**config.mk**
```make
export PLATFORM = sky130hd
export DESIGN_NAME = pslc_strap_led
export DESIGN_NICKNAME = d
export VERILOG_FILES = /design/src/pslc_strap_led.v
export VERILOG_INCLUDE_DIRS = /design/src
export SDC_FILE = /design/constraint.sdc
export NUM_CORES = 1
export LEC_CHECK = 0
export ABC_CLOCK_PERIOD_IN_PS = 2400
export CAP_MARGIN = 20
export CORE_MARGIN = 5
export CORE_UTILIZATION = 50
export CTS_BUF_LIST = sky130_fd_sc_hd__clkbuf_4
export DETAILED_ROUTE_END_ITERATION = 16
export DONT_BUFFER_PORTS = 1
export PLACE_DENSITY = 0.68
export SLEW_MARGIN = 20
export SYNTH_ARGS = -nofsm -noshare
export SYNTH_HDL_FRONTEND = slang
export SYNTH_SLANG_ARGS = --single-unit
export TNS_END_PERCENT = 30
```
**constraint.sdc**
```tcl
create_clock -name core_clk_i -period 2.4 [get_ports core_clk_i]
set_input_delay 0.24 -clock core_clk_i [delete_from_list [all_inputs] [get_ports core_clk_i]]
set_output_delay 0.24 -clock core_clk_i [all_outputs]
set_load 0.01 [all_outputs]
```
**src/pslc_regs.vh**
```
// Register offsets, field positions and reset values for the strap/LED block
`ifndef PSLC_REGS_VH
`define PSLC_REGS_VH

// ----------------------------------------------------------------------
// Register indices (word address = index, plain port)
// ----------------------------------------------------------------------
`define PSLC_REG_STATUS 5'h01
`define PSLC_REG_ADVERT 5'h04
`define PSLC_REG_CFG 5'h10
`define PSLC_REG_IRQ_CTRL 5'h11
`define PSLC_REG_STRAPS 5'h18
`define PSLC_REG_LED_LUT 5'h19
`define PSLC_REG_LINK_CTRL 5'h1A

// ----------------------------------------------------------------------
// Config register fields
// ----------------------------------------------------------------------
`define PSLC_CFG_REPEATER_STRAP_BIT 15
`define PSLC_CFG_IRQ_POL_BIT 14

// ----------------------------------------------------------------------
// Status and advertise capability bits
// ----------------------------------------------------------------------
`define PSLC_ST_100FD_BIT 14
`define PSLC_ST_100HD_BIT 13
`define PSLC_ST_10FD_BIT 12
`define PSLC_ST_10HD_BIT 11
`define PSLC_ST_ANEG_BIT 3
`define PSLC_AD_100FD_BIT 8
`define PSLC_AD_100HD_BIT 7
`define PSLC_AD_10FD_BIT 6
`define PSLC_AD_10HD_BIT 5

// ----------------------------------------------------------------------
// Interrupt control fields: enables in [15:8], pending in [7:0]
// ----------------------------------------------------------------------
`define PSLC_IRQ_EN_LSB 8
`define PSLC_IRQ_NUM 8

// ----------------------------------------------------------------------
// Link control fields
// ----------------------------------------------------------------------
`define PSLC_LC_ANEG_BIT 4
`define PSLC_LC_SPD100_BIT 3
`define PSLC_LC_FULL_BIT 2
`define PSLC_LC_MODE_LSB 0

// ----------------------------------------------------------------------
// Reset values
// ----------------------------------------------------------------------
`define PSLC_CFG_RST 16'h0000
`define PSLC_IRQ_RST 16'h0000
`define PSLC_LUT_RST 16'h6C93
`define PSLC_LC_RST 16'h001C

// ----------------------------------------------------------------------
// Timing
// ----------------------------------------------------------------------
`define PSLC_REFCLK_DIV 4'h8
`define PSLC_BLINK_CYC 24'h98_9680

`endif

```
**src/pslc_strap_led.v**
```verilog
// Strap latch, LED drivers and interrupt pin of the 10/100 transceiver
`timescale 1ns/1ps
`default_nettype none
`include "pslc_regs.vh"

// Functional notes
// [RULE_01] Interrupt pin tri-state idle, polarity selectable
// [RULE_02] Interrupt event set chosen by software
// [RULE_03] Tech straps and negotiation latched at reset
// [RULE_04] Writes never exceed strapped capability ceiling
// [RULE_05] Negotiation strap low disables auto-negotiation
// [RULE_06] Repeater mode from strap or register bit
// [RULE_07] Repeater forces half duplex, no heartbeat
// [RULE_08] LED style strap low selects advanced
// [RULE_09] Receive LED toggles during receive activity
// [RULE_10] Scrambler strap low disables scrambler
// [RULE_11] Collision LED toggles in half duplex only
// [RULE_12] Link LED polarity depends on interface mode
// [RULE_13] Fiber strap low selects fiber operation
// [RULE_14] Fast speed LED low at 100 Mbps
// [RULE_15] Transmit LED toggles while transmitting
// [RULE_16] Clock strap low enables 25 MHz output
// [RULE_17] Slow speed LED low at 10 Mbps
// [RULE_18] Duplex LED low for full duplex
// [RULE_19] Advanced mode pairs pins into bi-colour LEDs
// [RULE_20] Bi-colour patterns held in writable table
module pslc_strap_led #(
  parameter BLINK_CYC = 24'h98_9680,
  parameter REFCLK_DIV = 4'h8
) (
  // Clock and reset
  input wire core_clk_i,
  input wire reset_n_i,
  // Register port
  input wire [4:0] reg_addr_i,
  input wire [15:0] reg_wdata_i,
  input wire reg_wr_i,
  input wire reg_rd_i,
  output reg [15:0] reg_rdata_o,
  // Straps, sampled on the first clock after reset release
  input wire [2:0] tech_sel_strap_i,
  input wire autoneg_ability_strap_i,
  input wire repeater_strap_i,
  input wire led_style_strap_i,
  input wire scrambler_strap_i,
  input wire fiber_select_strap_i,
  input wire refclk_out_strap_i,
  // Link status from the datapath
  input wire link_up_i,
  input wire speed_100_i,
  input wire full_duplex_i,
  input wire rx_active_i,
  input wire tx_active_i,
  input wire collision_i,
  input wire serial_mode_i,
  input wire bypass_mode_i,
  input wire bypass_signal_detect_i,
  input wire [7:0] irq_event_i,
  // Configuration outputs
  output reg autoneg_enable_o,
  output reg scrambler_enable_o,
  output reg fiber_mode_o,
  output wire repeater_mode_o,
  output wire sqe_test_enable_o,
  output wire duplex_full_cfg_o,
  output wire speed_100_cfg_o,
  // LED pins
  output reg link_led_o,
  output reg rx_activity_led_o,
  output reg collision_led_o,
  output reg speed_fast_led_o,
  output reg tx_activity_led_o,
  output reg speed_slow_led_o,
  output reg duplex_led_o,
  // Reference clock out
  output reg refclk_out_o,
  // Interrupt pin
  output reg irq_out_o,
  output reg irq_out_oe_o
);

  // --------------------------------------------------------------------
  // Strap capture state
  // --------------------------------------------------------------------
  reg strap_done; // Straps taken after release
  reg [2:0] tech_sel; // Latched technology select
  reg aneg_cap; // Strapped negotiation ability
  reg repeater_strap_strap; // Latched repeater strap
  reg led_adv; // Advanced LED style
  reg clk_en; // Reference clock output enable
  reg cap_100fd; // Strapped capabilities
  reg cap_100hd;
  reg cap_10fd;
  reg cap_10hd;

  // --------------------------------------------------------------------
  // Software registers
  // --------------------------------------------------------------------
  reg [15:0] cfg; // Repeater and irq polarity
  reg [7:0] irq_en; // Event enables
  reg [7:0] irq_pend; // Sticky pending events
  reg [15:0] led_lut; // Bi-colour patterns
  reg lc_aneg; // Requested negotiation
  reg lc_spd100; // Requested speed
  reg lc_full; // Requested duplex
  reg [3:0] adv; // Advertised abilities

  // --------------------------------------------------------------------
  // Blink and divider state
  // --------------------------------------------------------------------
  reg [23:0] blink_cnt; // Blink period counter
  reg blink; // Blink phase
  reg [3:0] div_cnt; // Reference clock divider
  reg [7:0] next_pend; // Pending update

  // Clamp helper: request limited by strapped ability
  function clamp;
    input req;
    input cap;
    begin
      clamp = req & cap;
    end
  endfunction

  // Repeater mode and its effects
  assign repeater_mode_o = repeater_strap_strap | cfg[`PSLC_CFG_REPEATER_STRAP_BIT]; // RULE_06
  assign sqe_test_enable_o = ~repeater_mode_o; // RULE_07
  assign duplex_full_cfg_o = lc_full & ~repeater_mode_o; // RULE_07
  assign speed_100_cfg_o = lc_spd100;

  // --------------------------------------------------------------------
  // Strap capture on first clock after reset release
  // --------------------------------------------------------------------
  always @(posedge core_clk_i or negedge reset_n_i) begin
    if (!reset_n_i) begin
      strap_done <= 1'b0;
      tech_sel <= 3'h7;
      aneg_cap <= 1'b1;
      repeater_strap_strap <= 1'b0;
      led_adv <= 1'b0;
      clk_en <= 1'b0;
      autoneg_enable_o <= 1'b0;
      scrambler_enable_o <= 1'b1;
      fiber_mode_o <= 1'b0;
      cap_100fd <= 1'b0;
      cap_100hd <= 1'b0;
      cap_10fd <= 1'b0;
      cap_10hd <= 1'b0;
    end else if (!strap_done) begin
      // Latch every strap once
      strap_done <= 1'b1;
      tech_sel <= tech_sel_strap_i; // RULE_03
      aneg_cap <= autoneg_ability_strap_i; // RULE_03
      autoneg_enable_o <= autoneg_ability_strap_i; // RULE_05
      repeater_strap_strap <= repeater_strap_i; // RULE_06
      led_adv <= ~led_style_strap_i; // RULE_08
      scrambler_enable_o <= scrambler_strap_i; // RULE_10
      fiber_mode_o <= ~fiber_select_strap_i; // RULE_13
      clk_en <= ~refclk_out_strap_i; // RULE_16
      // Tech select: bit2 100M, bit1 10M (10M half also when bit2 low), bit0 full duplex allowed
      cap_100fd <= tech_sel_strap_i[2] & tech_sel_strap_i[0]; // RULE_03
      cap_100hd <= tech_sel_strap_i[2]; // RULE_03
      cap_10fd <= tech_sel_strap_i[1] & tech_sel_strap_i[0]; // RULE_03
      cap_10hd <= tech_sel_strap_i[1] | ~tech_sel_strap_i[2]; // RULE_03
    end else if (reg_wr_i && reg_addr_i == `PSLC_REG_LINK_CTRL) begin
      // Negotiation enable may drop, never exceed strap
      autoneg_enable_o <= clamp(reg_wdata_i[`PSLC_LC_ANEG_BIT],
        aneg_cap); // RULE_04
    end
  end

  // --------------------------------------------------------------------
  // Software register writes
  // --------------------------------------------------------------------
  always @(posedge core_clk_i or negedge reset_n_i) begin
    if (!reset_n_i) begin
      cfg <= `PSLC_CFG_RST;
      irq_en <= 8'h00;
      led_lut <= `PSLC_LUT_RST;
      lc_aneg <= 1'b1;
      lc_spd100 <= 1'b1;
      lc_full <= 1'b1;
      adv <= 4'hF;
    end else if (!strap_done) begin
      // Start at the strapped ceiling
      lc_aneg <= autoneg_ability_strap_i;
      lc_spd100 <= tech_sel_strap_i[2];
      lc_full <= tech_sel_strap_i[0];
      adv <= 4'hF;
    end else if (reg_wr_i) begin
      case (reg_addr_i)
        `PSLC_REG_CFG: cfg <= reg_wdata_i; // RULE_06
        `PSLC_REG_IRQ_CTRL:
          irq_en <= reg_wdata_i[`PSLC_IRQ_EN_LSB +: `PSLC_IRQ_NUM]; // RULE_02
        `PSLC_REG_LED_LUT: led_lut <= reg_wdata_i; // RULE_20
        `PSLC_REG_ADVERT: begin
          adv <= {reg_wdata_i[`PSLC_AD_100FD_BIT],
            reg_wdata_i[`PSLC_AD_100HD_BIT],
            reg_wdata_i[`PSLC_AD_10FD_BIT],
            reg_wdata_i[`PSLC_AD_10HD_BIT]};
        end
        `PSLC_REG_LINK_CTRL: begin
          // Capability ceiling applied to each request
          lc_aneg <= clamp(reg_wdata_i[`PSLC_LC_ANEG_BIT], aneg_cap); // RULE_04
          lc_spd100 <= clamp(reg_wdata_i[`PSLC_LC_SPD100_BIT],
            cap_100hd); // RULE_04
          lc_full <= clamp(reg_wdata_i[`PSLC_LC_FULL_BIT],
            (cap_100fd | cap_10fd)); // RULE_04
        end
        default: cfg <= cfg;
      endcase
    end
  end

  // --------------------------------------------------------------------
  // Sticky interrupt pending; set beats clear
  // --------------------------------------------------------------------
  always @* begin
    next_pend = irq_pend;
    if (reg_wr_i && reg_addr_i == `PSLC_REG_IRQ_CTRL)
      next_pend = irq_pend & ~reg_wdata_i[`PSLC_IRQ_NUM-1:0];
    next_pend = next_pend | irq_event_i;
  end

  always @(posedge core_clk_i or negedge reset_n_i) begin
    if (!reset_n_i) begin
      irq_pend <= 8'h00;
      irq_out_o <= 1'b0;
      irq_out_oe_o <= 1'b0;
    end else begin
      irq_pend <= next_pend;
      // Drive only while an enabled event is pending
      irq_out_oe_o <= |(next_pend & irq_en); // RULE_02
      irq_out_o <= cfg[`PSLC_CFG_IRQ_POL_BIT]; // RULE_01
    end
  end

  // --------------------------------------------------------------------
  // Register read, data one cycle later
  // --------------------------------------------------------------------
  always @(posedge core_clk_i or negedge reset_n_i) begin
    if (!reset_n_i) begin
      reg_rdata_o <= 16'h0000;
    end else if (reg_rd_i) begin
      case (reg_addr_i)
        `PSLC_REG_STATUS:
          reg_rdata_o <= {1'b0, cap_100fd, cap_100hd, cap_10fd, cap_10hd,
            7'h00, aneg_cap, link_up_i, 2'h0}; // RULE_03
        `PSLC_REG_ADVERT:
          reg_rdata_o <= {7'h00, adv[3] & cap_100fd, adv[2] & cap_100hd,
            adv[1] & cap_10fd, adv[0] & cap_10hd, 5'h01}; // RULE_04
        `PSLC_REG_CFG: reg_rdata_o <= cfg;
        `PSLC_REG_IRQ_CTRL: reg_rdata_o <= {irq_en, irq_pend};
        `PSLC_REG_STRAPS:
          reg_rdata_o <= {6'h00, tech_sel, aneg_cap, repeater_strap_strap, led_adv,
            scrambler_enable_o, fiber_mode_o, clk_en, repeater_mode_o};
        `PSLC_REG_LED_LUT: reg_rdata_o <= led_lut;
        `PSLC_REG_LINK_CTRL:
          reg_rdata_o <= {11'h000, lc_aneg, lc_spd100,
            duplex_full_cfg_o, 2'h0};
        default: reg_rdata_o <= 16'h0000;
      endcase
    end else begin
      reg_rdata_o <= 16'h0000;
    end
  end

  // --------------------------------------------------------------------
  // Blink timer and reference clock divider
  // --------------------------------------------------------------------
  always @(posedge core_clk_i or negedge reset_n_i) begin
    if (!reset_n_i) begin
      blink_cnt <= 24'h00_0000;
      blink <= 1'b0;
      div_cnt <= 4'h0;
      refclk_out_o <= 1'b0;
    end else begin
      if (blink_cnt >= BLINK_CYC - 24'h00_0001) begin
        blink_cnt <= 24'h00_0000;
        blink <= ~blink;
      end else begin
        blink_cnt <= blink_cnt + 24'h00_0001;
      end
      // Free running 25 MHz output when enabled
      if (!clk_en) begin
        div_cnt <= 4'h0;
        refclk_out_o <= 1'b0; // RULE_16
      end else if (div_cnt >= (REFCLK_DIV >> 1) - 4'h1) begin
        div_cnt <= 4'h0;
        refclk_out_o <= ~refclk_out_o; // RULE_16
      end else begin
        div_cnt <= div_cnt + 4'h1;
      end
    end
  end

  // --------------------------------------------------------------------
  // LED drivers, outputs are active low unless noted
  // --------------------------------------------------------------------
  always @(posedge core_clk_i or negedge reset_n_i) begin
    if (!reset_n_i) begin
      link_led_o <= 1'b1;
      rx_activity_led_o <= 1'b1;
      collision_led_o <= 1'b1;
      speed_fast_led_o <= 1'b1;
      tx_activity_led_o <= 1'b1;
      speed_slow_led_o <= 1'b1;
      duplex_led_o <= 1'b1;
    end else begin
      // Link: low in MII, high in serial, detect in bypass
      if (bypass_mode_i)
        link_led_o <= bypass_signal_detect_i; // RULE_12
      else if (serial_mode_i)
        link_led_o <= link_up_i; // RULE_12
      else
        link_led_o <= ~link_up_i; // RULE_12
      rx_activity_led_o <= rx_active_i ? blink : 1'b1; // RULE_09
      // Operating duplex decides; repeater mode counts as half
      collision_led_o <= (collision_i &&
        !(full_duplex_i & ~repeater_mode_o)) ? blink : 1'b1; // RULE_11
      if (!led_adv) begin
        speed_fast_led_o <= ~speed_100_i; // RULE_14
        speed_slow_led_o <= speed_100_i; // RULE_17
        tx_activity_led_o <= tx_active_i ? blink : 1'b1; // RULE_15
        duplex_led_o <= ~(full_duplex_i & ~repeater_mode_o); // RULE_18
      end else begin
        // Pair A: state {link, speed}; pair B: {link, duplex}
        speed_fast_led_o <= led_lut[{1'b0, link_up_i, speed_100_i,
          1'b0}]; // RULE_19
        tx_activity_led_o <= led_lut[{1'b0, link_up_i, speed_100_i,
          1'b1}]; // RULE_19
        speed_slow_led_o <= led_lut[{1'b1, link_up_i, full_duplex_i,
          1'b0}]; // RULE_20
        duplex_led_o <= led_lut[{1'b1, link_up_i, full_duplex_i,
          1'b1}]; // RULE_20
      end
    end
  end

endmodule // pslc_strap_led
`default_nettype wire

```
==> impl_results.md <==
* Hold Vio Cnt, Final at 125
* Total power at between 0.004 and 0.005 W
* DRT iter0 DRCs at 394
* Highest Clock Rate at 485.2 MHz
* Worst-Skew Late Latency at about 0.53 ns
* Yosys cell types at 62
* P_int at about 0.0034 W
* Worst EP required at 2.86 ns
* DRC at 0
* Worst path slowest cell: or4_1
* Worst min path class: input pin to async pin
* CTS Hold Buffers Added at 53
* Largest net degree at the start of global routing at about 130
* Status: finished, violations left
* Cell family with most CP delay: simple AND/OR/NAND/NOR gates
* Post-Route WL at between 10000 and 15000 microns
* P_sw at approximately 0.0011 W
* Clk_skew at 0.01543 ns
* WS Path Type: flip-flop to flip-flop
* WL/cell at 20.24 microns
* Combinational Power Share at 7.8%
* CTS tree: yes
* Post-DP HPWL at between 9000 and 10000 microns
* CP bufs+invs at 1
* FF-to-FF setup slack at 0.34 ns
* CTS root buf: clkbuf_4
* Worst flop-to-flop path endpoint: blink
* Number of routed nets with antenna violations at 0
* Vias in the first global route at 4211
* RD Place Congestion at 0.8762
* Critical Path AT at 2.52 ns
* Initial core utilization at 51.34%
* H-tree depth at 4
* Die area at 13400 sq um
* Register area at approximately 3200 sq um
* Fin crit share at 85.87%
* Synth warn at 0
* Top Ports at 84
* FF-to-FF Start: blink_cnt[0]
* Power Density at 677.8 nW/um^2
* Core ar. at 10890 sq um
* Count of pins over their slew limit at 0
* Longest Clk Path Bufs at 2
* All-Layer GR Usage at 22.83%
* Area growth, synth to finish at 18.60%
* Synth Register Bits at 125
* Prevailing post-synth register cell: dfrtp_1
* Setup violators final at 0
* Vias/cell at 5.957
* Critical Path Fanout Max at 12
* Die Span Y at 115.7 microns
* WHS at -0.6009 ns
* Clock buffer count from CTS at 17
* Static leakage at 2.827 nW
* Critical path's largest stage delay at 0.52 ns
* Layout Nets at 600
* Layout filler cell count at 862
* Drt pass-1 iters at 6
* Max-cap violations at 0
* CTS sink cnt at 125
* Routed via count at 4176
* Core Rows at 38
* Post-CTS Resized at 0
* RSZ-0062 raised after global routing: no
* GRT overflow at 0
* Die W at 115.7 microns
* Layout cells sized above 1 at roughly 22%
* Setup TNS at 0 ns
* Reg2reg path depth at 7
* Crit end category: flip-flop
* Sequential share of power at between 50% and 60%
* Syn Std Cell Area at 5590 sq um
* Least-Margin Pin Slew at 0.6416 ns
* Clock slew at reported path FFs at 0.10 ns
* Multi-input gate area at 2270 sq um
* Number of synthesized flops with an enable pin at 0
* Asr flop ratio synth at 100.0%
* Sequential area share after synthesis at between 50 and 60%
* Clock power frac at 38.4%
* Failing checks: hold timing
* Post-Syn Instances at 481
* Worst setup SP type: flip-flop
* Min cycle time layout at 2.061 ns
* Worst path cell trace: ha_1 -> and4_1 -> a31oi_1 -> or4_1 -> o211ai_2 -> buf_4 -> xor2_1
* Syn Area/Cell at between 10 and 15 sq um
* Worst vdd ir at between 0.4 and 0.5 mV
* Post-CTS repair timing setup buffer count at 0
* I/O Buffers at 0
* Rel. slew slack at 56.87%
* Initial antenna violation count at 1
* Switching part of the total power at between 20% and 30%
* First-pass GRT wire length at 22970 microns
[cell type report]
cell class | instances | share of cell area [%]
flip-flops and latches | 125 | 47.69
multi-input cells | 324 | 34.23
repair buffers | 66 | 9.473
clock inverters | 12 | 2.925
well taps | 140 | 2.642
clock buffers | 20 | 2.265
inverters | 13 | 0.7360
diodes | 1 | 0.03774
[state kept, by name, summed over array words and instances, names as in the netlist, 3 cells and up]
register and cells:
blink_cnt 24, cfg 16, led_lut 16, reg_rdata_o 16
irq_en 8, irq_pend 8, adv 4, div_cnt 4
tech_sel 3
[per-stage QoR]
| stage | worst slack, ns | utilization, % | area [sq um] | instances |
|---|---|---|---|---|
| 2_1_floorplan | 0.4885 | - | 5594 | 482 |
| 3_3_place_gp | 0.4289 | 52.84 | 5753 | 615 |
| 6_report | 0.3391 | 60.89 | 6630 | 701 |
| 3_5_place_dp | 0.3558 | 52.84 | 5753 | 615 |
| 5_1_grt | 0.2000 | 60.89 | 6630 | 701 |
| 4_1_cts | 0.3214 | 60.87 | 6628 | 700 |
[cell usage after synthesis, types with 7 or more instances]
master	instances	area, sq um
a22oi_1	24	180.2
inv_1	13	48.80
dfrtp_1	98	2452
nor3_1	7	35.03
a31oi_1	9	56.30
nor2_1	40	150.1
xnor2_1	9	78.83
a21oi_1	18	90.09
mux2_2	34	382.9
dfstp_2	27	709.4
nand2_1	44	165.2
mux2_1	10	112.6
clkbuf_1	9	33.78
xor2_1	15	131.4
nand3_1	19	95.09
nand4_1	8	50.05
o21ai_0	10	50.05
[routing by layer]
layer / GRT usage, % / wire length [microns] / part of all wire [%]
met5: 0 / 0 / 0
met4: 8.198 / 235 / 1.7
met3: 7.311 / 1266 / 8.9
met2: 34.92 / 6797 / 48
met1: 30.90 / 5892 / 42
[how the worst max path moves through the flow]
stage / endpoint / cells after the start / from / slack [ns]
after floorplan: blink_cnt[19] / 7 / blink_cnt[0] / 0.49
after global placement: blink / 7 / blink_cnt[0] / 0.43
after detailed placement: blink / 7 / blink_cnt[0] / 0.36
after CTS: blink / 7 / blink_cnt[0] / 0.32
after global routing: blink / 7 / blink_cnt[0] / 0.20
final: blink / 7 / blink_cnt[0] / 0.34
[power groups by stage]
stage / clock network (W) / registers [W] / logic (W)
detailed placement: 0 / 0.00245 / 0.000264
global placement: 0 / 0.00245 / 0.000254
global route: 0.00186 / 0.00243 / 0.000383
finish: 0.00173 / 0.00241 / 0.000352
CTS: 0.00177 / 0.00242 / 0.000349
floorplan: 0 / 0.00240 / 0.000227
[cells by family after synthesis]
group	after synthesis	share of synthesized area [%]
compound gates	91	11.62
simple gates	153	13.79
mux	51	10.79
fa+ha+maj	2	0.4476
flops	125	56.56
xor+xnor	24	3.760
buf+inv	33	2.909
other cells	2	0.1343
[placed cells by master, fill, tap and decap left out, types with 4 or more instances in the layout]
master	Yosys	layout
and3_1	4	4
a22oi_1	24	24
nand2_1	44	44
xnor2_1	9	9
clkbuf_4	0	20
a222oi_1	4	4
o21ai_0	10	10
inv_1	13	13
a41oi_1	4	4
bufinv_16	0	5
dfrtp_1	98	98
mux2_1	10	10
dlygate4sd3_1	0	53
nor2_1	40	40
a32oi_1	4	4
mux2i_1	4	4
and2_1	5	5
nand3_1	19	19
a21oi_1	18	18
nand4_1	8	8
nand2b_1	5	5
buf_4	2	13
a31oi_1	9	9
mux2_2	34	34
dfstp_2	27	27
nor3_1	7	7
xor2_1	15	15
(Power assumes the default switching activity.)
